`config.mk`:
```
export PLATFORM = sky130hd
export DESIGN_NAME = config_storage_element_set_reset
export DESIGN_NICKNAME = d
export VERILOG_FILES = /design/src/verilog/storage_element_pkg.sv /design/src/verilog/storage_element_if.sv /design/src/verilog/config_storage_element_set_reset.sv /design/src/verilog/storage_element.sv
export SDC_FILE = /design/constraint.sdc
export NUM_CORES = 1
export LEC_CHECK = 0
export ABC_CLOCK_PERIOD_IN_PS = 1940
export BUFFER_PORTS_ARGS = -buffer_cell sky130_fd_sc_hd__buf_2
export CORE_AREA = 3 3 59 61
export DETAILED_ROUTE_END_ITERATION = 16
export DIE_AREA = 0 0 62 64
export PLACE_DENSITY = 0.84
export SLEW_MARGIN = 10
export SYNTH_ARGS = -nofsm -noshare
export SYNTH_HDL_FRONTEND = slang
export SYNTH_SLANG_ARGS = --single-unit
```
`constraint.sdc`:
```
create_clock -name clk_sys -period 1.94 [get_ports clk_sys]
set_input_delay 0.582 -clock clk_sys [delete_from_list [all_inputs] [get_ports clk_sys]]
set_output_delay 0.582 -clock clk_sys [all_outputs]
set_load 0.01 [all_outputs]
```
`src/verilog/storage_element_pkg.sv`:
```
// Shared constants and types for the logic block storage element design
package storage_element_pkg;

  // ******************************************************
  // Register bus geometry
  // ******************************************************
  localparam int unsigned ADDR_WIDTH = 4;   // Byte address, four words
  localparam int unsigned DATA_WIDTH = 32;  // Avalon data width

  // Register byte offsets
  localparam logic [3:0] OFFSET_CONFIG  = 4'h0;
  localparam logic [3:0] OFFSET_CONTROL = 4'h4;
  localparam logic [3:0] OFFSET_STATUS  = 4'h8;

  // ******************************************************
  // Configuration register fields
  // ******************************************************
  localparam int unsigned ELEMENT_COUNT = 2;  // Two elements per block
  localparam int unsigned CONFIG_WIDTH  = 6;
  localparam int unsigned CFG_INIT_LSB  = 0;  // Bits 1:0, 1 = set
  localparam int unsigned CFG_SREN_LSB  = 2;  // Bits 3:2, 1 = enabled
  localparam int unsigned CFG_LATCH_LSB = 4;  // Bits 5:4, 1 = latch
  // Local set/reset enabled, reset polarity, flip-flop mode
  localparam logic [5:0]  CONFIG_RESET  = 6'h0c;

  // ******************************************************
  // Control and status fields
  // ******************************************************
  localparam int unsigned CTRL_DONE    = 0;  // Configuration complete
  localparam int unsigned CTRL_GLOBAL  = 1;  // Write 1: global pulse
  localparam int unsigned STAT_Q_LSB   = 0;  // Bits 1:0, element outputs
  localparam int unsigned STAT_DONE    = 2;  // Configuration complete
  localparam int unsigned STAT_GLOBAL  = 3;  // Global force active now

  // ******************************************************
  // Types
  // ******************************************************
  typedef enum logic [1:0]
  {
    MODE_FLIP_FLOP = 2'b01,
    MODE_LATCH     = 2'b10
  } mode_type;

  typedef enum logic [1:0]
  {
    BUS_IDLE   = 2'b01,
    BUS_ANSWER = 2'b10
  } bus_state_type;

endpackage

```
`src/verilog/storage_element_if.sv`:
```
// Carrier between the logic block control and one storage element
`timescale 1ns/10ps
`default_nettype none

interface storage_element_if;
  import storage_element_pkg::*;

  logic     initState;      // Configured state, 1 = set, 0 = reset
  logic     srEnable;       // Local set/reset honoured when high
  mode_type mode;           // Flip-flop or transparent latch
  logic     globalForce;    // Global set/reset net, active high
  logic     localSetReset;  // Local set/reset input, active high
  logic     clockEnable;    // Clock enable, or latch gate
  logic     dataIn;         // Data input
  logic     q;              // Element output

  // Control side drives configuration and inputs
  modport control
  (
    output initState, srEnable, mode, globalForce,
    output localSetReset, clockEnable, dataIn,
    input  q
  );

  // Element side obeys them
  modport element
  (
    input  initState, srEnable, mode, globalForce,
    input  localSetReset, clockEnable, dataIn,
    output q
  );

endinterface

`default_nettype wire

```
`src/verilog/config_storage_element_set_reset.sv`:
```
// Logic block with two configurable storage elements and Avalon registers
`timescale 1ns/10ps
`default_nettype none

module config_storage_element_set_reset
  import storage_element_pkg::*;
(
  input  wire logic                    clk_sys,
  input  wire logic                    reset,
  // Avalon-MM slave
  input  wire logic [ADDR_WIDTH-1:0]   address,
  input  wire logic                    read,
  input  wire logic                    write,
  input  wire logic [DATA_WIDTH-1:0]   writedata,
  input  wire logic [3:0]              byteenable,
  output logic      [DATA_WIDTH-1:0]   readdata,
  output logic                         waitrequest,
  // Global set/reset pin and dedicated reset net, both asynchronous
  input  wire logic                    globalSetResetPin,
  input  wire logic                    dedicatedResetPin,
  // On-chip user logic, same clock
  input  wire logic                    localSetReset,
  input  wire logic                    clockEnable,
  input  wire logic [ELEMENT_COUNT-1:0] dataIn,
  output logic      [ELEMENT_COUNT-1:0] q
);

  // ******************************************************
  // Helper functions
  // ******************************************************
  // True when the bus address selects the given register word
  function automatic logic addressHit
  (
    input logic [ADDR_WIDTH-1:0] addr,
    input logic [ADDR_WIDTH-1:0] offset
  );
    addressHit = (addr[ADDR_WIDTH-1:2] == offset[ADDR_WIDTH-1:2]);
  endfunction

  // ******************************************************
  // Declarations
  // ******************************************************
  bus_state_type                busState;        // Bus answer sequencer
  bus_state_type                next_busState;   // Its next value
  logic                         accept;          // Access completes now
  logic [CONFIG_WIDTH-1:0]      configBits;      // Element options
  logic                         configDone;      // Configuration complete
  logic                         globalPulse;     // Software global pulse
  logic [1:0]                   globalSync;      // Global pin synchroniser
  logic [1:0]                   dedicatedSync;   // Reset net synchroniser
  logic                         globalForce;     // Combined global force
  logic [DATA_WIDTH-1:0]        next_readdata;   // Read mux
  logic [ELEMENT_COUNT-1:0]     elementQ;        // Element outputs

  // ******************************************************
  // Avalon sequencing
  // ******************************************************
  // Every access takes exactly one wait cycle; read data is formed
  // in that cycle so it sits in a flop when waitrequest drops
  always_comb
  begin
    next_busState = busState;
    case (busState)
      BUS_IDLE:
      begin
        // Any request moves to the answer cycle
        if (read || write)
        begin
          next_busState = BUS_ANSWER;
        end
      end
      BUS_ANSWER:
      begin
        // Master releases or starts anew after this edge
        next_busState = BUS_IDLE;
      end
      default:
      begin
        next_busState = BUS_IDLE;
      end
    endcase
  end

  // Sequencer state
  always_ff @(posedge clk_sys or posedge reset)
  begin
    if (reset)
    begin
      busState <= BUS_IDLE;
    end
    else
    begin
      busState <= next_busState;
    end
  end

  // Handshake may be combinational
  assign accept      = (busState == BUS_ANSWER) && (read || write);
  assign waitrequest = (read || write) && (busState != BUS_ANSWER);

  // ******************************************************
  // Configuration register
  // ******************************************************
  // Options live in byte lane 0; other lanes hold nothing
  always_ff @(posedge clk_sys or posedge reset)
  begin
    if (reset)
    begin
      configBits <= CONFIG_RESET;
    end
    else if (accept && write && byteenable[0]
             && addressHit(address, OFFSET_CONFIG))
    begin
      // One bit per element picks its set or reset state
      configBits <= writedata[CONFIG_WIDTH-1:0];
    end
  end

  // ******************************************************
  // Control register
  // ******************************************************
  // Completion flag; clearing it re-enters configuration
  always_ff @(posedge clk_sys or posedge reset)
  begin
    if (reset)
    begin
      configDone <= 1'b0;
    end
    else if (accept && write && byteenable[0]
             && addressHit(address, OFFSET_CONTROL))
    begin
      configDone <= writedata[CTRL_DONE];
    end
  end

  // Write of 1 to the global bit gives a one-cycle global pulse
  always_ff @(posedge clk_sys or posedge reset)
  begin
    if (reset)
    begin
      globalPulse <= 1'b0;
    end
    else
    begin
      globalPulse <= accept && write && byteenable[0]
                     && addressHit(address, OFFSET_CONTROL)
                     && writedata[CTRL_GLOBAL];
    end
  end

  // ******************************************************
  // Pin synchronisers
  // ******************************************************
  // Pins arrive from outside the clock domain; only stage 1 is read
  always_ff @(posedge clk_sys or posedge reset)
  begin
    if (reset)
    begin
      globalSync    <= 2'h0;
      dedicatedSync <= 2'h0;
    end
    else
    begin
      globalSync    <= {globalSync[0], globalSetResetPin};
      dedicatedSync <= {dedicatedSync[0], dedicatedResetPin};
    end
  end

  // ******************************************************
  // Global force
  // ******************************************************
  // Held active throughout configuration so every element leaves it
  // in its configured state; also the pin, reset net and software
  assign globalForce = !configDone
                     | dedicatedSync[1]
                     | globalSync[1]
                     | globalPulse;

  // ******************************************************
  // Storage elements
  // ******************************************************
  // Both elements share the local set/reset and clock enable of the
  // block, but each has its own polarity, enable and mode
  genvar i;
  generate
    for (i = 0; i < ELEMENT_COUNT; i++)
    begin : elementSlot
      storage_element_if link ();

      assign link.initState     = configBits[CFG_INIT_LSB + i];
      assign link.srEnable      = configBits[CFG_SREN_LSB + i];
      assign link.mode          = configBits[CFG_LATCH_LSB + i]
                                  ? MODE_LATCH
                                  : MODE_FLIP_FLOP;
      assign link.globalForce   = globalForce;
      assign link.localSetReset = localSetReset;
      assign link.clockEnable   = clockEnable;
      assign link.dataIn        = dataIn[i];
      assign elementQ[i]        = link.q;

      storage_element element
      (
        .clk_sys (clk_sys),
        .reset   (reset),
        .port    (link)
      );
    end
  endgenerate

  // Output follows the element so a force is seen at once
  assign q = elementQ;

  // ******************************************************
  // Read data
  // ******************************************************
  // Unmapped words read as zero
  always_comb
  begin
    next_readdata = '0;
    if (addressHit(address, OFFSET_CONFIG))
    begin
      next_readdata[CONFIG_WIDTH-1:0] = configBits;
    end
    else if (addressHit(address, OFFSET_CONTROL))
    begin
      next_readdata[CTRL_DONE] = configDone;
    end
    else if (addressHit(address, OFFSET_STATUS))
    begin
      next_readdata[STAT_Q_LSB +: ELEMENT_COUNT] = elementQ;
      next_readdata[STAT_DONE]                   = configDone;
      next_readdata[STAT_GLOBAL]                 = globalForce;
    end
  end

  // Captured in the wait cycle, stable through the answer edge
  always_ff @(posedge clk_sys or posedge reset)
  begin
    if (reset)
    begin
      readdata <= '0;
    end
    else if (read && busState == BUS_IDLE)
    begin
      readdata <= next_readdata;
    end
  end

endmodule

`default_nettype wire

```
`src/verilog/storage_element.sv`:
```
// One configurable storage element: flip-flop or latch with set/reset
`timescale 1ns/10ps
`default_nettype none

module storage_element
  import storage_element_pkg::*;
(
  input  wire logic            clk_sys,
  input  wire logic            reset,
  storage_element_if.element   port
);

  // ******************************************************
  // Force decode
  // ******************************************************
  logic forceActive;  // Any set/reset asserted on this element
  logic stored;       // Held state

  // Global always acts; local only when enabled for this element,
  // and it is taken active high with no inversion possible
  assign forceActive = port.globalForce
                     | (port.srEnable & port.localSetReset);

  // ******************************************************
  // State update
  // ******************************************************
  // Set/reset outranks loading; the enable gates every load
  always_ff @(posedge clk_sys or posedge reset)
  begin
    if (reset)
    begin
      stored <= 1'b0;
    end
    else if (forceActive)
    begin
      // Same state for global and local forces
      stored <= port.initState;
    end
    else if (port.clockEnable)
    begin
      // Edge load, or last value seen while the latch gate was open
      stored <= port.dataIn;
    end
  end

  // ******************************************************
  // Output
  // ******************************************************
  // Combinational so a force shows without waiting for a clock edge;
  // the price is a path from set/reset through to the output
  always_comb
  begin
    if (forceActive)
    begin
      port.q = port.initState;
    end
    else if (port.mode == MODE_LATCH && port.clockEnable)
    begin
      port.q = port.dataIn;  // Transparent latch
    end
    else
    begin
      port.q = stored;  // Flip-flop, or closed latch
    end
  end

endmodule

`default_nettype wire

```
* After elaboration in Yosys (flattened, before gate mapping)
Cells that the tools add are included.
** Word-level totals
- Input bits :: 50
- Word-level logic and storage cells :: 56
- Output and inout bits :: 35
- Register bits after elaboration :: 22
** Cells by class
- Muxes and demuxes :: 17
- Eq/ne operators :: 8
- Reductions and logical operators :: 15
- Bitwise logic cells :: 7
** Operator list (count)
- 1-bit logical AND :: 10
- 2-bit two-way mux :: 5
- 1-bit two-way mux :: 9
- 2-bit == test, second input constant :: 4
- 4-bit two-way mux :: 2
- 1-bit OR :: 5
- 2-bit by 1-bit == test with 1-bit output, second input constant :: 2
- 2-bit != test, second input constant :: 2
- 2-bit nonzero test :: 2
- 3-bit two-way mux :: 1
- 1-bit AND :: 2
- 2-bit zero test :: 1
- 1-bit zero test :: 1
- 1-bit logical OR :: 1

* Depth between registers and ports, before layout
Gate-level depths: netlist of run 1.
- Depth after elaboration :: 9
- Gate-level depth with buffers :: 5
- Mapped depth without buffers :: 4

* Modules after synthesis
From an unflattened synthesis of run 1, not the netlist that was laid out.
** Unflattened totals
- Cells, all modules :: 113
- Area, all modules :: 1209.9 um^2
** By module, submodules not included
- config_storage_element_set_reset :: cells an instance 95, instances 1, sequential area each 504.2 um^2, area each 1052.3 um^2
- storage_element :: cells an instance 9, instances 2, sequential area each 25.0 um^2, area each 78.8 um^2

* Worst setup path before layout of run 1
OpenSTA, ideal clock, no wires.
- Path type :: flip-flop to output port
- From :: reg globalSync[1]
- To :: out q[1]
- Required time :: 1.358 ns
- Stages on the path, launching flop included :: 6
- Path slack :: 0.086 ns
- Arrival :: 1.272 ns
- Path buffers :: 1
- Path through :: dfrtp_1 -> nor4b_4 -> a21boi_4 -> nor2_1 -> a21oi_1 -> buf_4
** On the way
- Word-level cells in the longest chain between the ends :: 4
** Ends and longest elaborated chain
- start, declared :: line config_storage_element_set_reset.sv:49 : logic [1:0] globalSync;
- start signal, assigned :: line config_storage_element_set_reset.sv:164 : globalSync <= {globalSync[0], globalSetResetPin};
- 1-bit OR :: line config_storage_element_set_reset.sv:176 : | globalSync[1]
- 1-bit OR :: line config_storage_element_set_reset.sv:177 : | globalPulse;
- 1-bit OR :: line storage_element.sv:22 : | (port.srEnable & port.localSetReset);
- 1-bit two-way mux :: line storage_element.sv:53 : if (forceActive)
- end, declared :: line config_storage_element_set_reset.sv:25 : output logic [ELEMENT_COUNT-1:0] q
No other way between the ends.

* Final worst setup path of run 1
- From :: reg dedicatedSync[1]
- To :: out q[0]
** On the way
- Word-level cells in the longest chain between the ends :: 5
** Ends and longest elaborated chain
- start, declared :: line config_storage_element_set_reset.sv:50 : logic [1:0] dedicatedSync;
- start signal, assigned :: line config_storage_element_set_reset.sv:165 : dedicatedSync <= {dedicatedSync[0], dedicatedResetPin};
- 1-bit OR :: line config_storage_element_set_reset.sv:175 : | dedicatedSync[1]
- 1-bit OR :: line config_storage_element_set_reset.sv:176
- 1-bit OR :: line config_storage_element_set_reset.sv:177
- 1-bit OR :: line storage_element.sv:22
- 1-bit two-way mux :: line storage_element.sv:53
No other way between the ends.

==> metrics.csv, run 1 <==
stage,metric,value,unit
final_layout,final non-filler cell total,193,
logic_synthesis,Synth warnings,0,
clocking,TritonCTS Buffers,3,
timing,final worst slack,-0.2614,ns
setup_path,crit start category,register,
run_status,outcome,"complete, but fails checks",
logic_synthesis,Async SR Flop Fraction,1.000,
global_routing,initial antenna violation count,0,
global_routing,largest net degree at the start of global routing,23,
setup_path,Reg-to-Reg End,readdata[1],
logic_synthesis,top cell type's share of synthesized area,0.3971,
floorplan,Rows,20,
timing,Final min period,2.201,ns
final_layout,final core utilization,0.4678,
placement,placed cell count,186,
pwr,Flop pwr share,0.461,
pwr,P per Cell Area,1085,mW/mm²
clocking,# hold bufs at CTS,0,
setup_path,Worst Setup End Kind,output port,
setup_path,cell chain of the critical path,"nor4b_4, buf_4, a21oi_2, a31o_1, inv_1, buf_2",
job,max-cap violations,0,
timing,max-slew violations,0,
clocking,Clock Latency Late Sink,0.30,ns
timing,Layout Skew,0.0006494,ns
final_layout,layout cells sized above 1,0.3893,
route,average routed wire per standard cell,10.95,µm
run_status,failing checks,negative setup slack,
route,"antenna viol nets, final",0,
final_layout,final net count,200,
route,vias per cell,4.218,
floorplan,DIE WIDTH,62,µm
pwr,Leak,0.7480,nW
logic_synthesis,Synth Instances,111,
route,# DRC,0,
global_routing,vias in the first global route,794,
logic_synthesis,sequential area share after synthesis,0.4629,
floorplan,Initial Util,0.3955,
pwr,Switching Share,0.3117,
setup_path,R2R depth,6,
placement,HPWL after detailed placement,1.672,mm
clocking,"Clk pin slew, worst setup/hold paths",0.12,ns
clocking,H-tree levels,1,
logic_synthesis,mapped cell area,0.001197,mm²
setup_path,crit-path max cell delay,0.42,ns
pwr,Logic pwr share,0.316,
global_routing,total grt overflow,0,
timing,hold violation total from the final report,0,
setup_path,WS Path Type,reg -> out,
timing,Post-Route Setup TNS,-0.4758,ns
placement,Setup Slack @ Placement,-0.009162,ns
placement,GPL Wtd Cong,0.7265,
clocking,Sink Count,22,
timing,Max Clk Rate,454.3,MHz
route,Initial DRC Count,10,
final_layout,ANT cells,0,
final_layout,fin area,0.001416,mm²
floorplan,Die Span Y,64,µm
setup_path,Max Fanout on Critical Path,4,
timing,unrepaired setup endpoints after global routing,yes,
logic_synthesis,syn avg cell area,10.79,µm²
clocking,clk buf depth,2,
floorplan,# IOs,85,
route,via count,814,
timing,Final Cycle Share,1.135,
floorplan,core area,0.003028,mm²
setup_path,Register-to-Register Setup Slack,0.35,ns
logic_synthesis,Synth Flop Type,dfrtp_1,
logic_synthesis,Area contributors post-synth,"dfrtp_1 40%, buf_4 18%, dfstp_2 6.6%, mux2i_1 5.0%, mux2_2 3.8%",
pwr,sw power,0.0004791,W
pwr,power share of the clock group,0.222,
pwr,Int Pwr,0.001058,W
logic_synthesis,#FFs+latches synth,22,
floorplan,die area,0.003968,mm²
logic_synthesis,Post-synth EDFFs,0,
setup_path,Critical Path Slowest Stage Cell,dfrtp_1,
logic_synthesis,most frequent cells after synthesis,"29 x buf_4, 19 x dfrtp_1, 11 x nand2_1, 6 x mux2i_1, 5 x nor2_1",
final_layout,P&R area growth vs syn,18.29,%
logic_synthesis,cell with the most instances after synthesis,buf_4,
global_routing,global-route wire length before repair,3.498,mm
logic_synthesis,distinct cell type count of the synthesized netlist,32,
setup_path,Required @ worst endpoint,1.36,ns
logic_synthesis,leading area contributor after synthesis,dfrtp_1,
clocking,CTS tree,done,
placement,Port Buffer Count,27,
pwr,Max VDD drop,0.0005361,V
placement,Placement Cell Area,0.001328,mm²
route,drt pass-1 iters,4,
timing,setup violators final,2,
setup_path,r2r startpoint,dedicatedSync[1],
global_routing,Global Route Usage Sum,0.1175,
route,total wire length,2.113,mm
setup_path,Critical Path AT,1.62,ns
min_path,HP Class,in -> async,
clocking,clock root cell,clkbuf_4,
[stage by stage]
stage          hold WS (ns)  power, W
2_1_floorplan        0.3312  0.001059
6_report             0.2859  0.001537
5_1_grt              0.2905  0.001665
4_1_cts              0.2837  0.001550
3_5_place_dp         0.3403  0.001172
3_3_place_gp         0.3333  0.001152
[final cells by class]
class,count,area (µm²)
Tap cell,44,55.05
Clock inverter,1,30.03
Clock buffer,3,22.52
Fill cell,300,1612
Timing Repair Buffer,39,229.0
Sequential cell,22,554.3
Inverter,3,11.26
Multi-Input combinational cell,81,514.2
[cells in the final DEF (no fill, tap or decap)]
master / count
a31o_1: 1
nand2_1: 11
nand3_1: 1
and3_1: 1
dfstp_2: 3
a21oi_1: 2
o41ai_2: 1
a21boi_4: 1
mux2_2: 4
buf_6: 1
buf_4: 11
and2_1: 1
o21ai_0: 3
dfrtp_1: 19
nor4b_4: 1
nor2_2: 1
mux2i_1: 6
a21o_1: 1
buf_2: 27
inv_1: 3
conb_1: 26
nand4_1: 1
or3b_1: 1
o21ai_1: 1
nor2b_1: 1
nand3b_1: 1
bufinv_16: 1
o31ai_1: 1
mux2_1: 3
or3b_2: 1
a2111oi_0: 1
a21oi_2: 3
clkbuf_4: 3
nor3b_1: 1
nor2_1: 4
nor3_1: 1
[critical path: cells and delay by family (launching register included)]
kind | cells | cell delay [ns]
buffers and inverters | 3 | 0.34
DFF | 1 | 0.42
and+or+nand+nor | 1 | 0.30
AOI/OAI and AO/OA | 2 | 0.26
[state kept, by name, summed over array words and instances, names as in the netlist]
signal,cells
configBits,6
globalPulse,1
readdata,6
busState,2
configDone,1
dedicatedSync,2
globalSync,2
elementSlot.element.stored,2
[power by group through the flow]
stage	Clock (W)	Sequential, W	Combinational (W)
5_1_grt	0.000385	0.000730	0.000550
4_1_cts	0.000352	0.000708	0.000490
3_5_place_dp	0	0.000714	0.000458
3_3_place_gp	0	0.000706	0.000446
2_1_floorplan	0	0.000712	0.000347
6_report	0.000342	0.000709	0.000486
[layer usage]
layer / up-vias / wire, µm / track usage
met5: - / 0 / 0
li1: 398 / - / -
met3: 2 / 192 / 0.03434
met1: 381 / 834 / 0.1450
met2: 33 / 1072 / 0.1943
met4: 0 / 13 / 0.03183
[kinds of logic after synthesis]
kind of cell / share of synthesized area
compound gates: 0.09719
mux: 0.1160
flops: 0.4629
buf+inv: 0.1944
simple gates: 0.1264
other cells: 0.003132
[how the worst max path moves through the flow]
stage | endpoint | depth (start not counted) | slack, ns | from
after floorplan | q[1] | 5 | 0.09 | globalSync[1]
after global placement | q[0] | 6 | -0.004 | clockEnable
after detailed placement | q[0] | 6 | -0.009 | clockEnable
after CTS | q[0] | 6 | -0.27 | globalPulse
after global routing | q[0] | 6 | -0.35 | dedicatedSync[1]
final | q[0] | 6 | -0.26 | dedicatedSync[1]
[timing repair]
item                                    CTS  global route
buffers inserted                          3             0
pin swaps                                 1             1
resized for setup                         4             0
endpoints found under the setup margin    2             2
endpoints found under the hold margin     0             0
(Power assumes the default switching activity.)
==> inputs of run 2 (changes only) <==
SETUP_SLACK_MARGIN = 0.1   (was default)
==> run 2 against run 1 <==
  * The flow still finishes with violations (negative setup slack)
  * Routed wire length fell by 3.1%
  * Clock power is essentially flat
  * Critical path depth did not move
  * Core utilization is 0.50 points lower
  * Final area is 1.1% lower
  * Register-to-register slack lost 0.02 ns
  * Sequential cell count did not move
  * Worst setup slack got worse by 0.015 ns
  * Cell count down 1.0%
  * Combinational power shrank 1%
  * Largest power group unchanged
  * Highest routed layer unchanged
==> metrics.csv, run 2 (synthesis results as in run 1) <==
stage,metric,value,unit,change
final_layout,"most common cell after layout, fill and taps aside",buf_2,,
placement,Port Buffer Count,27,,unchanged
setup_path,Crit. Startpoint,dedicatedSync[1],,
clocking,clk buf depth,2,,unchanged
route,via count,801,,-1.6%
setup_path,crit-path max cell delay,0.41,ns,about the same
timing,setup violators final,2,,unchanged
setup_path,R2R depth,6,,unchanged
clocking,CTS tree,done,,
floorplan,Rows,20,,unchanged
floorplan,# IOs,85,,unchanged
final_layout,layout cells sized above 1,0.3810,,-0.008309
setup_path,Register-to-Register Setup Slack,0.33,ns,-0.02 ns
placement,GPL Wtd Cong,0.7317,,+0.72%
clocking,TritonCTS Buffers,3,,unchanged
clocking,H-tree levels,1,,unchanged
pwr,Power Total,0.001527,W,-0.66%
floorplan,Initial Util,0.3955,,unchanged
placement,placed cell count,185,,-0.54%
job,max-cap violations,0,,unchanged
floorplan,die area,0.003968,mm²,unchanged
route,vias per cell,4.194,,-0.57%
final_layout,most frequent cells in the layout,"27 x buf_2, 26 x conb_1, 19 x dfrtp_1",,
timing,Final Cycle Share,1.142,,+0.007589
global_routing,initial antenna violation count,0,,unchanged
final_layout,Top Registers,"configBits: 6 flops, readdata: 6 flops",,
placement,Setup Slack @ Placement,-0.01325,ns,-0.004085 ns
pwr,Leak,0.7385,nW,-1.3%
setup_path,Max Fanout on Critical Path,3,,-1
final_layout,FF+latch area,554.3,µm²,unchanged
timing,Max Clk Rate,451.2,MHz,-0.66%
pwr,Max VDD drop,0.0005237,V,-2.3%
pwr,P per Cell Area,1090,mW/mm²,+0.41%
setup_path,Required @ worst endpoint,1.36,ns,about the same
setup_path,Buf/Inv on CP,3,,unchanged
global_routing,largest net degree at the start of global routing,23,,unchanged
timing,Layout Skew,0.004851,ns,+0.004202 ns
timing,unrepaired setup endpoints after global routing,yes,,
timing,final worst slack,-0.2761,ns,-0.01472 ns
route,"antenna viol nets, final",0,,unchanged
global_routing,vias in the first global route,804,,+1.3%
timing,Final min period,2.216,ns,+0.01472 ns
final_layout,final non-filler cell total,191,,-1.0%
clocking,Clock Latency Late Sink,0.30,ns,about the same
final_layout,Layout fillers,310,,+3.3%
timing,Post-Route Setup TNS,-0.4974,ns,-0.02159 ns
route,Initial DRC Count,7,,-3
timing,hold violation total from the final report,0,,unchanged
setup_path,WS Path Type,reg -> out,,
global_routing,total grt overflow,0,,unchanged
placement,HPWL after detailed placement,1.662,mm,-0.57%
setup_path,Critical Path Slowest Stage Cell,dfrtp_1,,
final_layout,P&R area growth vs syn,17.03,%,
final_layout,final net count,198,,-1.0%
route,drt pass-1 iters,4,,unchanged
setup_path,Reg-to-Reg End,readdata[1],,
min_path,HP Class,in -> async,,
global_routing,global-route wire length before repair,3.387,mm,-3.2%
final_layout,ANT cells,0,,unchanged
setup_path,Critical Path AT,1.63,ns,about the same
clocking,# hold bufs at CTS,0,,unchanged
setup_path,crit start category,register,,
setup_path,cell family with most CP delay,flip-flops,,
timing,max-slew violations,0,,unchanged
setup_path,Worst Setup End Kind,output port,,
setup_path,r2r startpoint,dedicatedSync[1],,
clocking,"Clk pin slew, worst setup/hold paths",0.12,ns,about the same
floorplan,DIE WIDTH,62,µm,unchanged
route,# DRC,0,,unchanged
run_status,failing checks,negative setup slack,,
route,total wire length,2.048,mm,-3.1%
run_status,outcome,"complete, but fails checks",,
floorplan,core area,0.003028,mm²,unchanged
floorplan,Die Span Y,64,µm,unchanged
clocking,Sink Count,22,,unchanged
clocking,clock root cell,clkbuf_4,,
final_layout,area of the multi-input gates,514.2,µm²,unchanged
final_layout,final core utilization,0.4628,,-0.004959
route,average routed wire per standard cell,10.72,µm,-2.1%
setup_path,cell chain of the critical path,"nor4b_4, buf_4, a21oi_2, a31o_1, inv_1, buf_2",,
global_routing,Global Route Usage Sum,0.1141,,-0.003438
-- run 2: cell types whose count changed in the layout (fill, tap and decap cells not counted) --
cell	change
buf_4	-2
-- run 2: what timing repair did --
action | in CTS | in global routing
setup buffers | 2 | 0
gates resized for setup | 4 | 0
pin swaps | 1 | 0
endpoints found under the setup margin | 2 | 2
-- run 2: worst max-delay path by stage --
stage                 to  slack (ns)  cells past startpoint
finish              q[0]       -0.28                      6
global route        q[0]       -0.38                      6
CTS                 q[0]       -0.28                      6
detailed placement  q[0]       -0.01                      6
global placement    q[0]      -0.002                      6
floorplan           q[1]        0.09                      5
-- run 2: cell type report --
type                       count  area share
clock buffer                   3     0.01607
sequential                    22      0.3955
clock inverter                 1     0.02143
timing repair buffer          37      0.1527
inverter                       3    0.008036
multi-input combinational     81      0.3670
tap                           44     0.03929
-- run 2: report_power, final --
part / switching, W / internal, W / leakage, nW / total [W]
sequential: 0.0000955 / 0.000611 / 0.277 / 0.000706
combinational: 0.000244 / 0.000236 / 0.434 / 0.000480
clock: 0.000132 / 0.000209 / 0.0279 / 0.000341
-- run 2: layer usage --
layer | share of wire | GRT usage | vias to the layer above
li1 | - | - | 396
met3 | 0.076 | 0.02626 | 4
met1 | 0.41 | 0.1391 | 367
met5 | 0 | 0 | -
met2 | 0.50 | 0.1865 | 34
met4 | 0.019 | 0.04775 | 0
-- run 2: worst min-delay path, delay by kind of cell --
| kind | cells | cell delay [ns] |
|---|---|---|
| buf+inv | 3 | 0.40 |
-- run 2: per-stage QoR --
stage,cell area [µm²],hold slack (ns)
after floorplan,1291,0.3312
final,1401,0.2775
after CTS,1401,0.2747
after global routing,1401,0.2885
after detailed placement,1320,0.3411
after global placement,1320,0.3328
